## config.mk

```make
export PLATFORM = sky130hd
export DESIGN_NAME = seil_top
export DESIGN_NICKNAME = d
export VERILOG_FILES = /design/src/verilog/seil_pkg.sv /design/src/verilog/seil_top.sv
export SDC_FILE = /design/constraint.sdc
export NUM_CORES = 1
export LEC_CHECK = 0
export ABC_AREA = 0
export ABC_CLOCK_PERIOD_IN_PS = 8000
export BUFFER_PORTS_ARGS = -buffer_cell sky130_fd_sc_hd__buf_2
export CORE_ASPECT_RATIO = 0.9
export CORE_MARGIN = 4
export CORE_UTILIZATION = 64
export DETAILED_ROUTE_END_ITERATION = 10
export GPL_ROUTABILITY_DRIVEN = 0
export PLACE_DENSITY = 0.84
export SETUP_SLACK_MARGIN = 0.5
export SKIP_CTS_REPAIR_TIMING = 1
export SLEW_MARGIN = 20
export SYNTH_ARGS = -nofsm -noshare
export SYNTH_HDL_FRONTEND = slang
export SYNTH_SLANG_ARGS = --single-unit
```

## constraint.sdc

```tcl
create_clock -name i_clk_sys -period 8 [get_ports i_clk_sys]
set_clock_uncertainty 0.15 [all_clocks]
set_input_delay 1.6 -clock i_clk_sys [delete_from_list [all_inputs] [get_ports i_clk_sys]]
set_output_delay 1.6 -clock i_clk_sys [all_outputs]
set_load 0.02 [all_outputs]
```

## src/verilog/seil_pkg.sv

```systemverilog
`default_nettype none
package seil_pkg;

    // ****************************************
    // register word indices on the avalon bus
    // ****************************************
    localparam logic [3:0] SEIL_IDX_ALERT_CFG = 4'h0;
    localparam logic [3:0] SEIL_IDX_EVENT_ENABLE = 4'h1;
    localparam logic [3:0] SEIL_IDX_EVENT_MODE_ONE = 4'h2;
    localparam logic [3:0] SEIL_IDX_EVENT_MODE_TWO = 4'h3;
    localparam logic [3:0] SEIL_IDX_EVENT_FLAGS = 4'h4;
    localparam logic [3:0] SEIL_IDX_PROX_CH1_TH = 4'h5;
    localparam logic [3:0] SEIL_IDX_PROX_CH2_TH = 4'h6;
    localparam logic [3:0] SEIL_IDX_PROX_CH3_TH = 4'h7;
    localparam logic [3:0] SEIL_IDX_PROX_HYST = 4'h8;
    localparam logic [3:0] SEIL_IDX_PROX_HISTORY = 4'h9;
    localparam logic [3:0] SEIL_IDX_AMB_LOW_TH = 4'ha;
    localparam logic [3:0] SEIL_IDX_AMB_HIGH_TH = 4'hb;
    localparam logic [3:0] SEIL_IDX_AMB_HYST = 4'hc;
    localparam logic [3:0] SEIL_IDX_AMB_HISTORY = 4'hd;
    localparam logic [3:0] SEIL_IDX_MONITOR = 4'he;

    // ****************************************
    // field positions, widths and channel counts
    // ****************************************
    localparam int SEIL_CFG_OE_BIT = 0;
    localparam int SEIL_CFG_CLRMODE_BIT = 1;
    localparam int SEIL_EN_PROX_LSB = 2;
    localparam int SEIL_MODE1_AMB_LSB = 0;
    localparam int SEIL_MODE1_PROX1_LSB = 4;
    localparam int SEIL_MODE1_PROX2_LSB = 6;
    localparam int SEIL_MODE2_PROX3_LSB = 0;
    localparam int SEIL_HIST_CNT_W = 3;
    localparam int SEIL_NUM_CH = 5;
    localparam int SEIL_NUM_PROX = 3;
    localparam int SEIL_VAL_W = 21;

    // ****************************************
    // encodings and reset values
    // ****************************************
    localparam logic [1:0] SEIL_PMODE_EVERY = 2'h0;
    localparam logic [1:0] SEIL_PMODE_CROSS = 2'h1;
    localparam logic [1:0] SEIL_PMODE_ABOVE = 2'h3;
    localparam logic [1:0] SEIL_CFG_RST = 2'h0;
    localparam logic [4:0] SEIL_EN_RST = 5'h00;
    localparam logic [7:0] SEIL_BYTE_RST = 8'h00;

    typedef struct packed {
        logic [1:0] alert_cfg;
        logic [4:0] evt_en;
        logic [7:0] mode_one;
        logic [1:0] mode_two;
        logic [4:0] evt_flags;
        logic [2:0][7:0] prox_th;
        logic [7:0] prox_hyst;
        logic [7:0] prox_hist;
        logic [7:0] amb_lo;
        logic [7:0] amb_hi;
        logic [7:0] amb_hyst;
        logic [7:0] amb_hist;
        logic [4:0] mon;
        logic [4:0][2:0] hist_cnt;
        logic waitreq;
        logic [31:0] rdata;
        logic irq;
        logic alert_oe;
        logic alert_n;
    } seil_state_t;

endpackage
`default_nettype wire

```

## src/verilog/seil_top.sv

```systemverilog
// The Avalon-MM interface to the registers and the placing of the registers were left to the implementer.
`default_nettype none
module seil_top
    import seil_pkg::*;
(
    input wire logic i_clk_sys,
    input wire logic i_rst,
    input wire logic [3:0] i_avs_address,
    input wire logic i_avs_read,
    input wire logic i_avs_write,
    input wire logic [31:0] i_avs_writedata,
    input wire logic [3:0] i_avs_byteenable,
    output logic [31:0] o_avs_readdata,
    output logic o_avs_waitrequest,
    input wire logic [2:0] i_prox_result_valid,
    input wire logic [15:0] i_prox_ch1_result,
    input wire logic [15:0] i_prox_ch2_result,
    input wire logic [15:0] i_prox_ch3_result,
    input wire logic i_ambient_visible_valid,
    input wire logic [15:0] i_ambient_visible_result,
    input wire logic i_ambient_infrared_valid,
    input wire logic [15:0] i_ambient_infrared_result,
    output logic o_irq,
    output logic o_alert_oe,
    output logic o_alert_n
);

    // ****************************************
    // helpers
    // ****************************************
    // compressed byte: high nibble exponent, low nibble mantissa with hidden one when the exponent is nonzero
    function automatic logic [SEIL_VAL_W-1:0] decode_thr(input logic [7:0] c);
        logic [SEIL_VAL_W-1:0] v;
        v = '0;
        if (c[7:4] == 4'h0) begin
            v = {{(SEIL_VAL_W-4){1'b0}}, c[3:0]};
        end else begin
            v = {{(SEIL_VAL_W-5){1'b0}}, 1'b1, c[3:0]} << (c[7:4] - 4'h1);
        end
        return v;
    endfunction

    function automatic logic [7:0] read_reg(input seil_state_t s, input logic [3:0] idx);
        logic [7:0] r;
        r = 8'h00;
        case (idx)
            SEIL_IDX_ALERT_CFG: r = {6'h00, s.alert_cfg};
            SEIL_IDX_EVENT_ENABLE: r = {3'h0, s.evt_en};
            SEIL_IDX_EVENT_MODE_ONE: r = s.mode_one;
            SEIL_IDX_EVENT_MODE_TWO: r = {6'h00, s.mode_two};
            SEIL_IDX_EVENT_FLAGS: r = {3'h0, s.evt_flags};
            SEIL_IDX_PROX_CH1_TH: r = s.prox_th[0];
            SEIL_IDX_PROX_CH2_TH: r = s.prox_th[1];
            SEIL_IDX_PROX_CH3_TH: r = s.prox_th[2];
            SEIL_IDX_PROX_HYST: r = s.prox_hyst;
            SEIL_IDX_PROX_HISTORY: r = s.prox_hist;
            SEIL_IDX_AMB_LOW_TH: r = s.amb_lo;
            SEIL_IDX_AMB_HIGH_TH: r = s.amb_hi;
            SEIL_IDX_AMB_HYST: r = s.amb_hyst;
            SEIL_IDX_AMB_HISTORY: r = s.amb_hist;
            SEIL_IDX_MONITOR: r = {3'h0, s.mon};
            default: r = 8'h00;
        endcase
        return r;
    endfunction

    seil_state_t q;
    seil_state_t d;

    // ****************************************
    // channel views
    // ****************************************
    logic [4:0] ch_valid;
    logic [4:0][SEIL_VAL_W-1:0] ch_val;
    logic [2:0][1:0] prox_mode;

    assign ch_valid = {i_ambient_infrared_valid, i_ambient_visible_valid, i_prox_result_valid};
    assign ch_val[0] = {5'h00, i_prox_ch1_result};
    assign ch_val[1] = {5'h00, i_prox_ch2_result};
    assign ch_val[2] = {5'h00, i_prox_ch3_result};
    assign ch_val[3] = {5'h00, i_ambient_visible_result};
    assign ch_val[4] = {5'h00, i_ambient_infrared_result};
    assign prox_mode[0] = q.mode_one[SEIL_MODE1_PROX1_LSB +: 2];
    assign prox_mode[1] = q.mode_one[SEIL_MODE1_PROX2_LSB +: 2];
    assign prox_mode[2] = q.mode_two[SEIL_MODE2_PROX3_LSB +: 2];

    // ****************************************
    // next state
    // ****************************************
    always_comb begin
        logic [SEIL_VAL_W-1:0] th;
        logic [SEIL_VAL_W-1:0] lo;
        logic [SEIL_VAL_W-1:0] hi;
        logic [SEIL_VAL_W-1:0] hy;
        logic [2:0] hn;
        logic flip;
        logic [4:0] crossed;
        logic [4:0] set_evt;
        logic [4:0] clr;
        logic [1:0] amb_en;
        logic [2:0] amb_mode;
        logic wr_go;
        logic rd_go;
        th = '0;
        lo = decode_thr(q.amb_lo);
        hi = decode_thr(q.amb_hi);
        hy = '0;
        hn = 3'h0;
        flip = 1'b0;
        crossed = 5'h00;
        set_evt = 5'h00;
        clr = 5'h00;
        amb_en = q.evt_en[1:0];
        amb_mode = q.mode_one[SEIL_MODE1_AMB_LSB +: 3];
        d = q;

        // the request is held until waitrequest drops; read data is captured at that edge, a write or clear only at the next edge
        wr_go = i_avs_write && !q.waitreq;
        rd_go = i_avs_read && !q.waitreq;
        d.waitreq = !((i_avs_read || i_avs_write) && q.waitreq);
        if (i_avs_read && q.waitreq) begin
            d.rdata = {24'h000000, read_reg(q, i_avs_address)};
        end

        // ****************************************
        // threshold state with hysteresis and history
        // ****************************************
        for (int c = 0; c < SEIL_NUM_CH; c++) begin
            if (c < SEIL_NUM_PROX) begin
                th = decode_thr(q.prox_th[c]);
                hy = decode_thr(q.prox_hyst);
                hn = q.prox_hist[SEIL_HIST_CNT_W-1:0];
                flip = q.mon[c] ? ((ch_val[c] + hy) < th) : (ch_val[c] > (th + hy));
            end else begin
                hy = decode_thr(q.amb_hyst);
                hn = q.amb_hist[SEIL_HIST_CNT_W-1:0];
                flip = q.mon[c] ? (((ch_val[c] + hy) < lo) || (ch_val[c] > (hi + hy)))
                                : ((ch_val[c] >= (lo + hy)) && ((ch_val[c] + hy) <= hi));
            end
            // a change of side must persist for history+1 samples, which rejects single glitches when history is 1 or more
            if (ch_valid[c]) begin
                if (!flip) begin
                    d.hist_cnt[c] = 3'h0;
                end else if (q.hist_cnt[c] == hn) begin
                    d.hist_cnt[c] = 3'h0;
                    d.mon[c] = !q.mon[c];
                    crossed[c] = 1'b1;
                end else begin
                    d.hist_cnt[c] = 3'(q.hist_cnt[c] + 3'h1);
                end
            end
        end

        // ****************************************
        // proximity events
        // ****************************************
        for (int p = 0; p < SEIL_NUM_PROX; p++) begin
            if (q.evt_en[SEIL_EN_PROX_LSB + p] && ch_valid[p]) begin
                case (prox_mode[p])
                    SEIL_PMODE_EVERY: set_evt[SEIL_EN_PROX_LSB + p] = 1'b1;
                    SEIL_PMODE_CROSS: set_evt[SEIL_EN_PROX_LSB + p] = crossed[p];
                    SEIL_PMODE_ABOVE: set_evt[SEIL_EN_PROX_LSB + p] = d.mon[p];
                    default: set_evt[SEIL_EN_PROX_LSB + p] = 1'b0;
                endcase
            end
        end

        // ****************************************
        // ambient events
        // ****************************************
        // visible per sample
        if (amb_en == 2'h1 && amb_mode == 3'h0 && ch_valid[3]) begin
            set_evt[0] = 1'b1;
        end
        if (amb_en[0] && amb_mode[1:0] == 2'h1 && crossed[3] && !d.mon[3]) begin
            set_evt[0] = 1'b1;
        end
        if (amb_en[1] && amb_mode[2:1] == 2'h2 && crossed[3] && d.mon[3]) begin
            set_evt[1] = 1'b1;
        end
        if (amb_en[0] && amb_mode[1:0] == 2'h3 && crossed[4] && !d.mon[4]) begin
            set_evt[0] = 1'b1;
        end
        if (amb_en[1] && amb_mode[2:1] == 2'h3 && crossed[4] && d.mon[4]) begin
            set_evt[1] = 1'b1;
        end
        // infrared samples alone never pulse flag 0 per sample

        // ****************************************
        // register writes
        // ****************************************
        if (wr_go && i_avs_byteenable[0]) begin
            case (i_avs_address)
                SEIL_IDX_ALERT_CFG: d.alert_cfg = i_avs_writedata[1:0];
                SEIL_IDX_EVENT_ENABLE: d.evt_en = i_avs_writedata[4:0];
                SEIL_IDX_EVENT_MODE_ONE: d.mode_one = i_avs_writedata[7:0];
                SEIL_IDX_EVENT_MODE_TWO: d.mode_two = i_avs_writedata[1:0];
                SEIL_IDX_EVENT_FLAGS: clr = i_avs_writedata[4:0];
                SEIL_IDX_PROX_CH1_TH: d.prox_th[0] = i_avs_writedata[7:0];
                SEIL_IDX_PROX_CH2_TH: d.prox_th[1] = i_avs_writedata[7:0];
                SEIL_IDX_PROX_CH3_TH: d.prox_th[2] = i_avs_writedata[7:0];
                SEIL_IDX_PROX_HYST: d.prox_hyst = i_avs_writedata[7:0];
                SEIL_IDX_PROX_HISTORY: d.prox_hist = i_avs_writedata[7:0];
                SEIL_IDX_AMB_LOW_TH: d.amb_lo = i_avs_writedata[7:0];
                SEIL_IDX_AMB_HIGH_TH: d.amb_hi = i_avs_writedata[7:0];
                SEIL_IDX_AMB_HYST: d.amb_hyst = i_avs_writedata[7:0];
                SEIL_IDX_AMB_HISTORY: d.amb_hist = i_avs_writedata[7:0];
                default: clr = 5'h00;
            endcase
        end
        // clear mode 1: the flags held in the cycle a read of the flags completes are cleared as well
        if (rd_go && q.alert_cfg[SEIL_CFG_CLRMODE_BIT] && i_avs_address == SEIL_IDX_EVENT_FLAGS) begin
            clr = clr | q.evt_flags;
        end

        d.evt_flags = (q.evt_flags & ~clr) | set_evt;

        // ****************************************
        // interrupt and alert pin
        // ****************************************
        // mask and flags
        d.irq = |(d.evt_en & d.evt_flags);
        d.alert_oe = d.irq && d.alert_cfg[SEIL_CFG_OE_BIT];
        d.alert_n = !d.alert_oe;
    end

    always_ff @(posedge i_clk_sys or posedge i_rst) begin
        if (i_rst) begin
            q.alert_cfg <= SEIL_CFG_RST;
            q.evt_en <= SEIL_EN_RST;
            q.mode_one <= SEIL_BYTE_RST;
            q.mode_two <= 2'h0;
            q.evt_flags <= 5'h00;
            q.prox_th <= '0;
            q.prox_hyst <= SEIL_BYTE_RST;
            q.prox_hist <= SEIL_BYTE_RST;
            q.amb_lo <= SEIL_BYTE_RST;
            q.amb_hi <= SEIL_BYTE_RST;
            q.amb_hyst <= SEIL_BYTE_RST;
            q.amb_hist <= SEIL_BYTE_RST;
            q.mon <= 5'h00;
            q.hist_cnt <= '0;
            q.waitreq <= 1'b1;
            q.rdata <= 32'h00000000;
            q.irq <= 1'b0;
            q.alert_oe <= 1'b0;
            q.alert_n <= 1'b1;
        end else begin
            q <= d;
        end
    end

    assign o_avs_readdata = q.rdata;
    assign o_avs_waitrequest = q.waitreq;
    assign o_irq = q.irq;
    assign o_alert_oe = q.alert_oe;
    assign o_alert_n = q.alert_n;

endmodule
`default_nettype wire

```

==> metrics.yaml <==
post-route-drc-count: 0
cts_sinks: 126
die_x_um: 216
finalWorstSetupSlack_ns: 0.651
clk_pin_slew_ns: 0.06
slew_violations: 0
postSynth.asyncResetShare: 1.00
grt_pass1_wl_um: 131000
power_density_nw_per_um2: 238
critPathMaxFanout: 14
synth_cell_types: 98
clock_latency_ns: 0.42
fmax_ghz: 0.136
synth_flop_cell: "dfrtp_1"
synth_edf_count: 0
synth_cells: 3223
cp_data_arrival_time_ns: 7.55
postPlaceCellArea_um2: 25800
rsz0062_at_grt: "true"
swShare: 0.521
grt_use_total: 0.379
power.total_mw: 6.36
htreeDepth: 4
wl_um: 84400
maxCapViolCount: 0
whs_endpoint: "o_avs_readdata[6]"
r2r.worst_path.cells: 26
power.internal_mw: 3.05
crit_type: "reg -> reg"
post-place-cells: 3801
clockRootBuffer: "clkbuf_16"
setup_tns_ns: 0
whs_ns: 0.329
ys_ff_latch: 126
p_comb_frac: 0.718
fin_nets: 3891
holdCritStartpoint: "o_avs_readdata[6]"
hold_viol: 0
grt_pass1_vias: 24700
grt_overflow: 0
period_share: 0.919
yosys_warnings: 0
switching_power_mw: 3.32
core_um2: 38400
syn_area_um2: 24800
pre_cts_ws_ns: 0.433
hold_depth: 2
cts_tree: "built"
design_area_um2: 26700
clockPowerShare: 0.129
dieArea_um2: 42000
finalCriticalPeriod_ns: 7.35
firstDrtPassIters: 8
pin_count: 165
grt_max_degree: 71
status: "complete, no violations"
drive_gt1_frac: 0.109
relSlewSlack: 0.305
min_path_type: "reg -> reg"
fin_cells: 3845
numPortBuffers: 113
setup_viol: 0
finish.utilization: 0.695
via_per_inst: 6.95
p_leak_nw: 12.8
cp-end-kind: "register"
start_util: 0.647
antenna_found_initial: 4
syn_avg_cell_area_um2: 7.70
rrSetupSlack_ns: 0.65
hpwl_um: 68700
required_ns: 8.20
cts_inserted_buffers: 17
avgRoutedWirePerCell_um: 22.0
drt_iter0_markers: 4221
r2r-end: "o_alert_oe"
area_growth_pct: 7.43
num_rows: 68
r2r-start: "q[68]"
seq_power_share: 0.154
ir_drop_v: 0.000176
cts_max_path_buffers: 2
die_y_um: 195
yosysSeqAreaShare: 0.127
fillers: 3000
antenna_left: 0
tightest_slew_ns: 1.03
start_kind: "register"
vias: 26700
sequential cells by signal, summed over array words and instances (netlist names):
register           cells
prox_mode              6
o_avs_waitrequest      1
o_avs_readdata         8
o_irq                  1
o_alert_n              1
q                    108
o_alert_oe             1
area by class of cell:
cell class              count  area, um2  area share
inverters                 229        862      0.0323
flip-flops and latches    126       3160       0.118
diodes                      3       7.51    0.000281
repair buffers            153        866      0.0325
clock inverters            13        165     0.00619
multi-input cells        2777      20500       0.769
well taps                 525        657      0.0246
clock buffers              19        453      0.0170
worst max-delay path by stage:
stage	startpoint	to	slack, ns	depth (start not counted)
2_1_floorplan	q[100]	o_irq	1.12	28
3_3_place_gp	q[68]	o_irq	0.68	28
3_5_place_dp	q[68]	o_alert_oe	0.43	27
4_1_cts	q[68]	o_alert_oe	0.31	27
5_1_grt	q[68]	o_alert_oe	0.39	26
6_report	q[68]	o_alert_oe	0.65	26
placed cells by master, fill, tap and decap left out, types with 17 or more instances in the layout:
cell type and n:
nor2_1 260, or3_1 18, dfrtp_1 121, o21ai_0 195, a21o_1 88, a211oi_1 47
nand2b_1 39, o21bai_1 38, nand4_1 58, mux2i_1 43, nand3_1 84, conb_1 24
a31oi_1 32, a21oi_1 221, mux2_2 100, nor2b_1 41, xor2_1 62, nand2_1 295
nor4_1 20, o31ai_1 23, o21a_1 54, inv_1 228, ha_1 443, clkbuf_16 17
and3_1 20, o22ai_1 23, buf_4 40, a22oi_1 18, o211ai_1 40, buf_2 113
xnor2_1 106, nor3_1 69
synth_stat cells (all sizes together) (42+ instances only):
master / number / share of area
ha: 448 / 0.23
nand2: 297 / 0.045
nor2: 262 / 0.040
inv: 229 / 0.035
a21oi: 226 / 0.046
o21ai: 207 / 0.042
dfrtp: 124 / 0.12
xnor2: 106 / 0.037
mux2: 101 / 0.046
a21o: 88 / 0.027
nand3: 84 / 0.017
clkbuf: 75 / 0.011
nor3: 73 / 0.015
xor2: 64 / 0.023
nand4: 59 / 0.015
o21a: 54 / 0.016
a211oi: 50 / 0.016
mux2i: 44 / 0.018
o211ai: 42 / 0.013
power by group through the flow:
stage                     combinational [mW]  sequential, mW  clock (mW)
final                                   4.56           0.979       0.818
after global routing                    4.96           0.986       0.845
after CTS                               4.30           0.963       0.816
after detailed placement                4.26           0.971           0
after global placement                  4.05           0.963           0
after floorplan                         3.23           0.861           0
critical path, cell delays in order, from the launching register on:
cell and delay (ns):
dfrtp_2 0.48, inv_1 0.14, ha_2 0.50, nor2_1 0.10
a31oi_1 0.38, a32o_1 0.45, ha_1 0.34, o21ai_1 0.28
o21ai_0 0.22, a221oi_1 0.38, buf_4 0.21, o21bai_1 0.07
a21oi_1 0.23, o21bai_1 0.09, a21oi_1 0.18, xnor2_1 0.19
ha_1 0.29, a211oi_1 0.26, o21bai_1 0.19, a2111oi_1 0.38
a21oi_1 0.11, a2111oi_1 0.43, buf_4 0.19, o32ai_1 0.14
or4_1 0.58, nand4_1 0.15, o41a_1 0.17
routing by layer:
layer  part of all wire  GRT usage  up-vias
met3               0.15      0.127      343
met4              0.037      0.113        4
met1               0.41      0.532    12500
li1                   -          -    12100
met2               0.40      0.550     1801
met5            0.00060    0.00690        -
logic make-up (layout without fill, tap and decap cells):
| group | after synthesis | count (layout) | synth area share |
|---|---|---|---|
| xor+xnor | 170 | 170 | 0.0600 |
| other cells | 1 | 27 | 0.000151 |
| buf+inv | 343 | 414 | 0.0573 |
| compound gates | 991 | 991 | 0.267 |
| fa+ha+maj | 460 | 460 | 0.235 |
| simple gates | 986 | 986 | 0.189 |
| mux | 146 | 146 | 0.0646 |
| flops | 126 | 126 | 0.127 |
No activity file was read; power rests on OpenSTA's default activity.
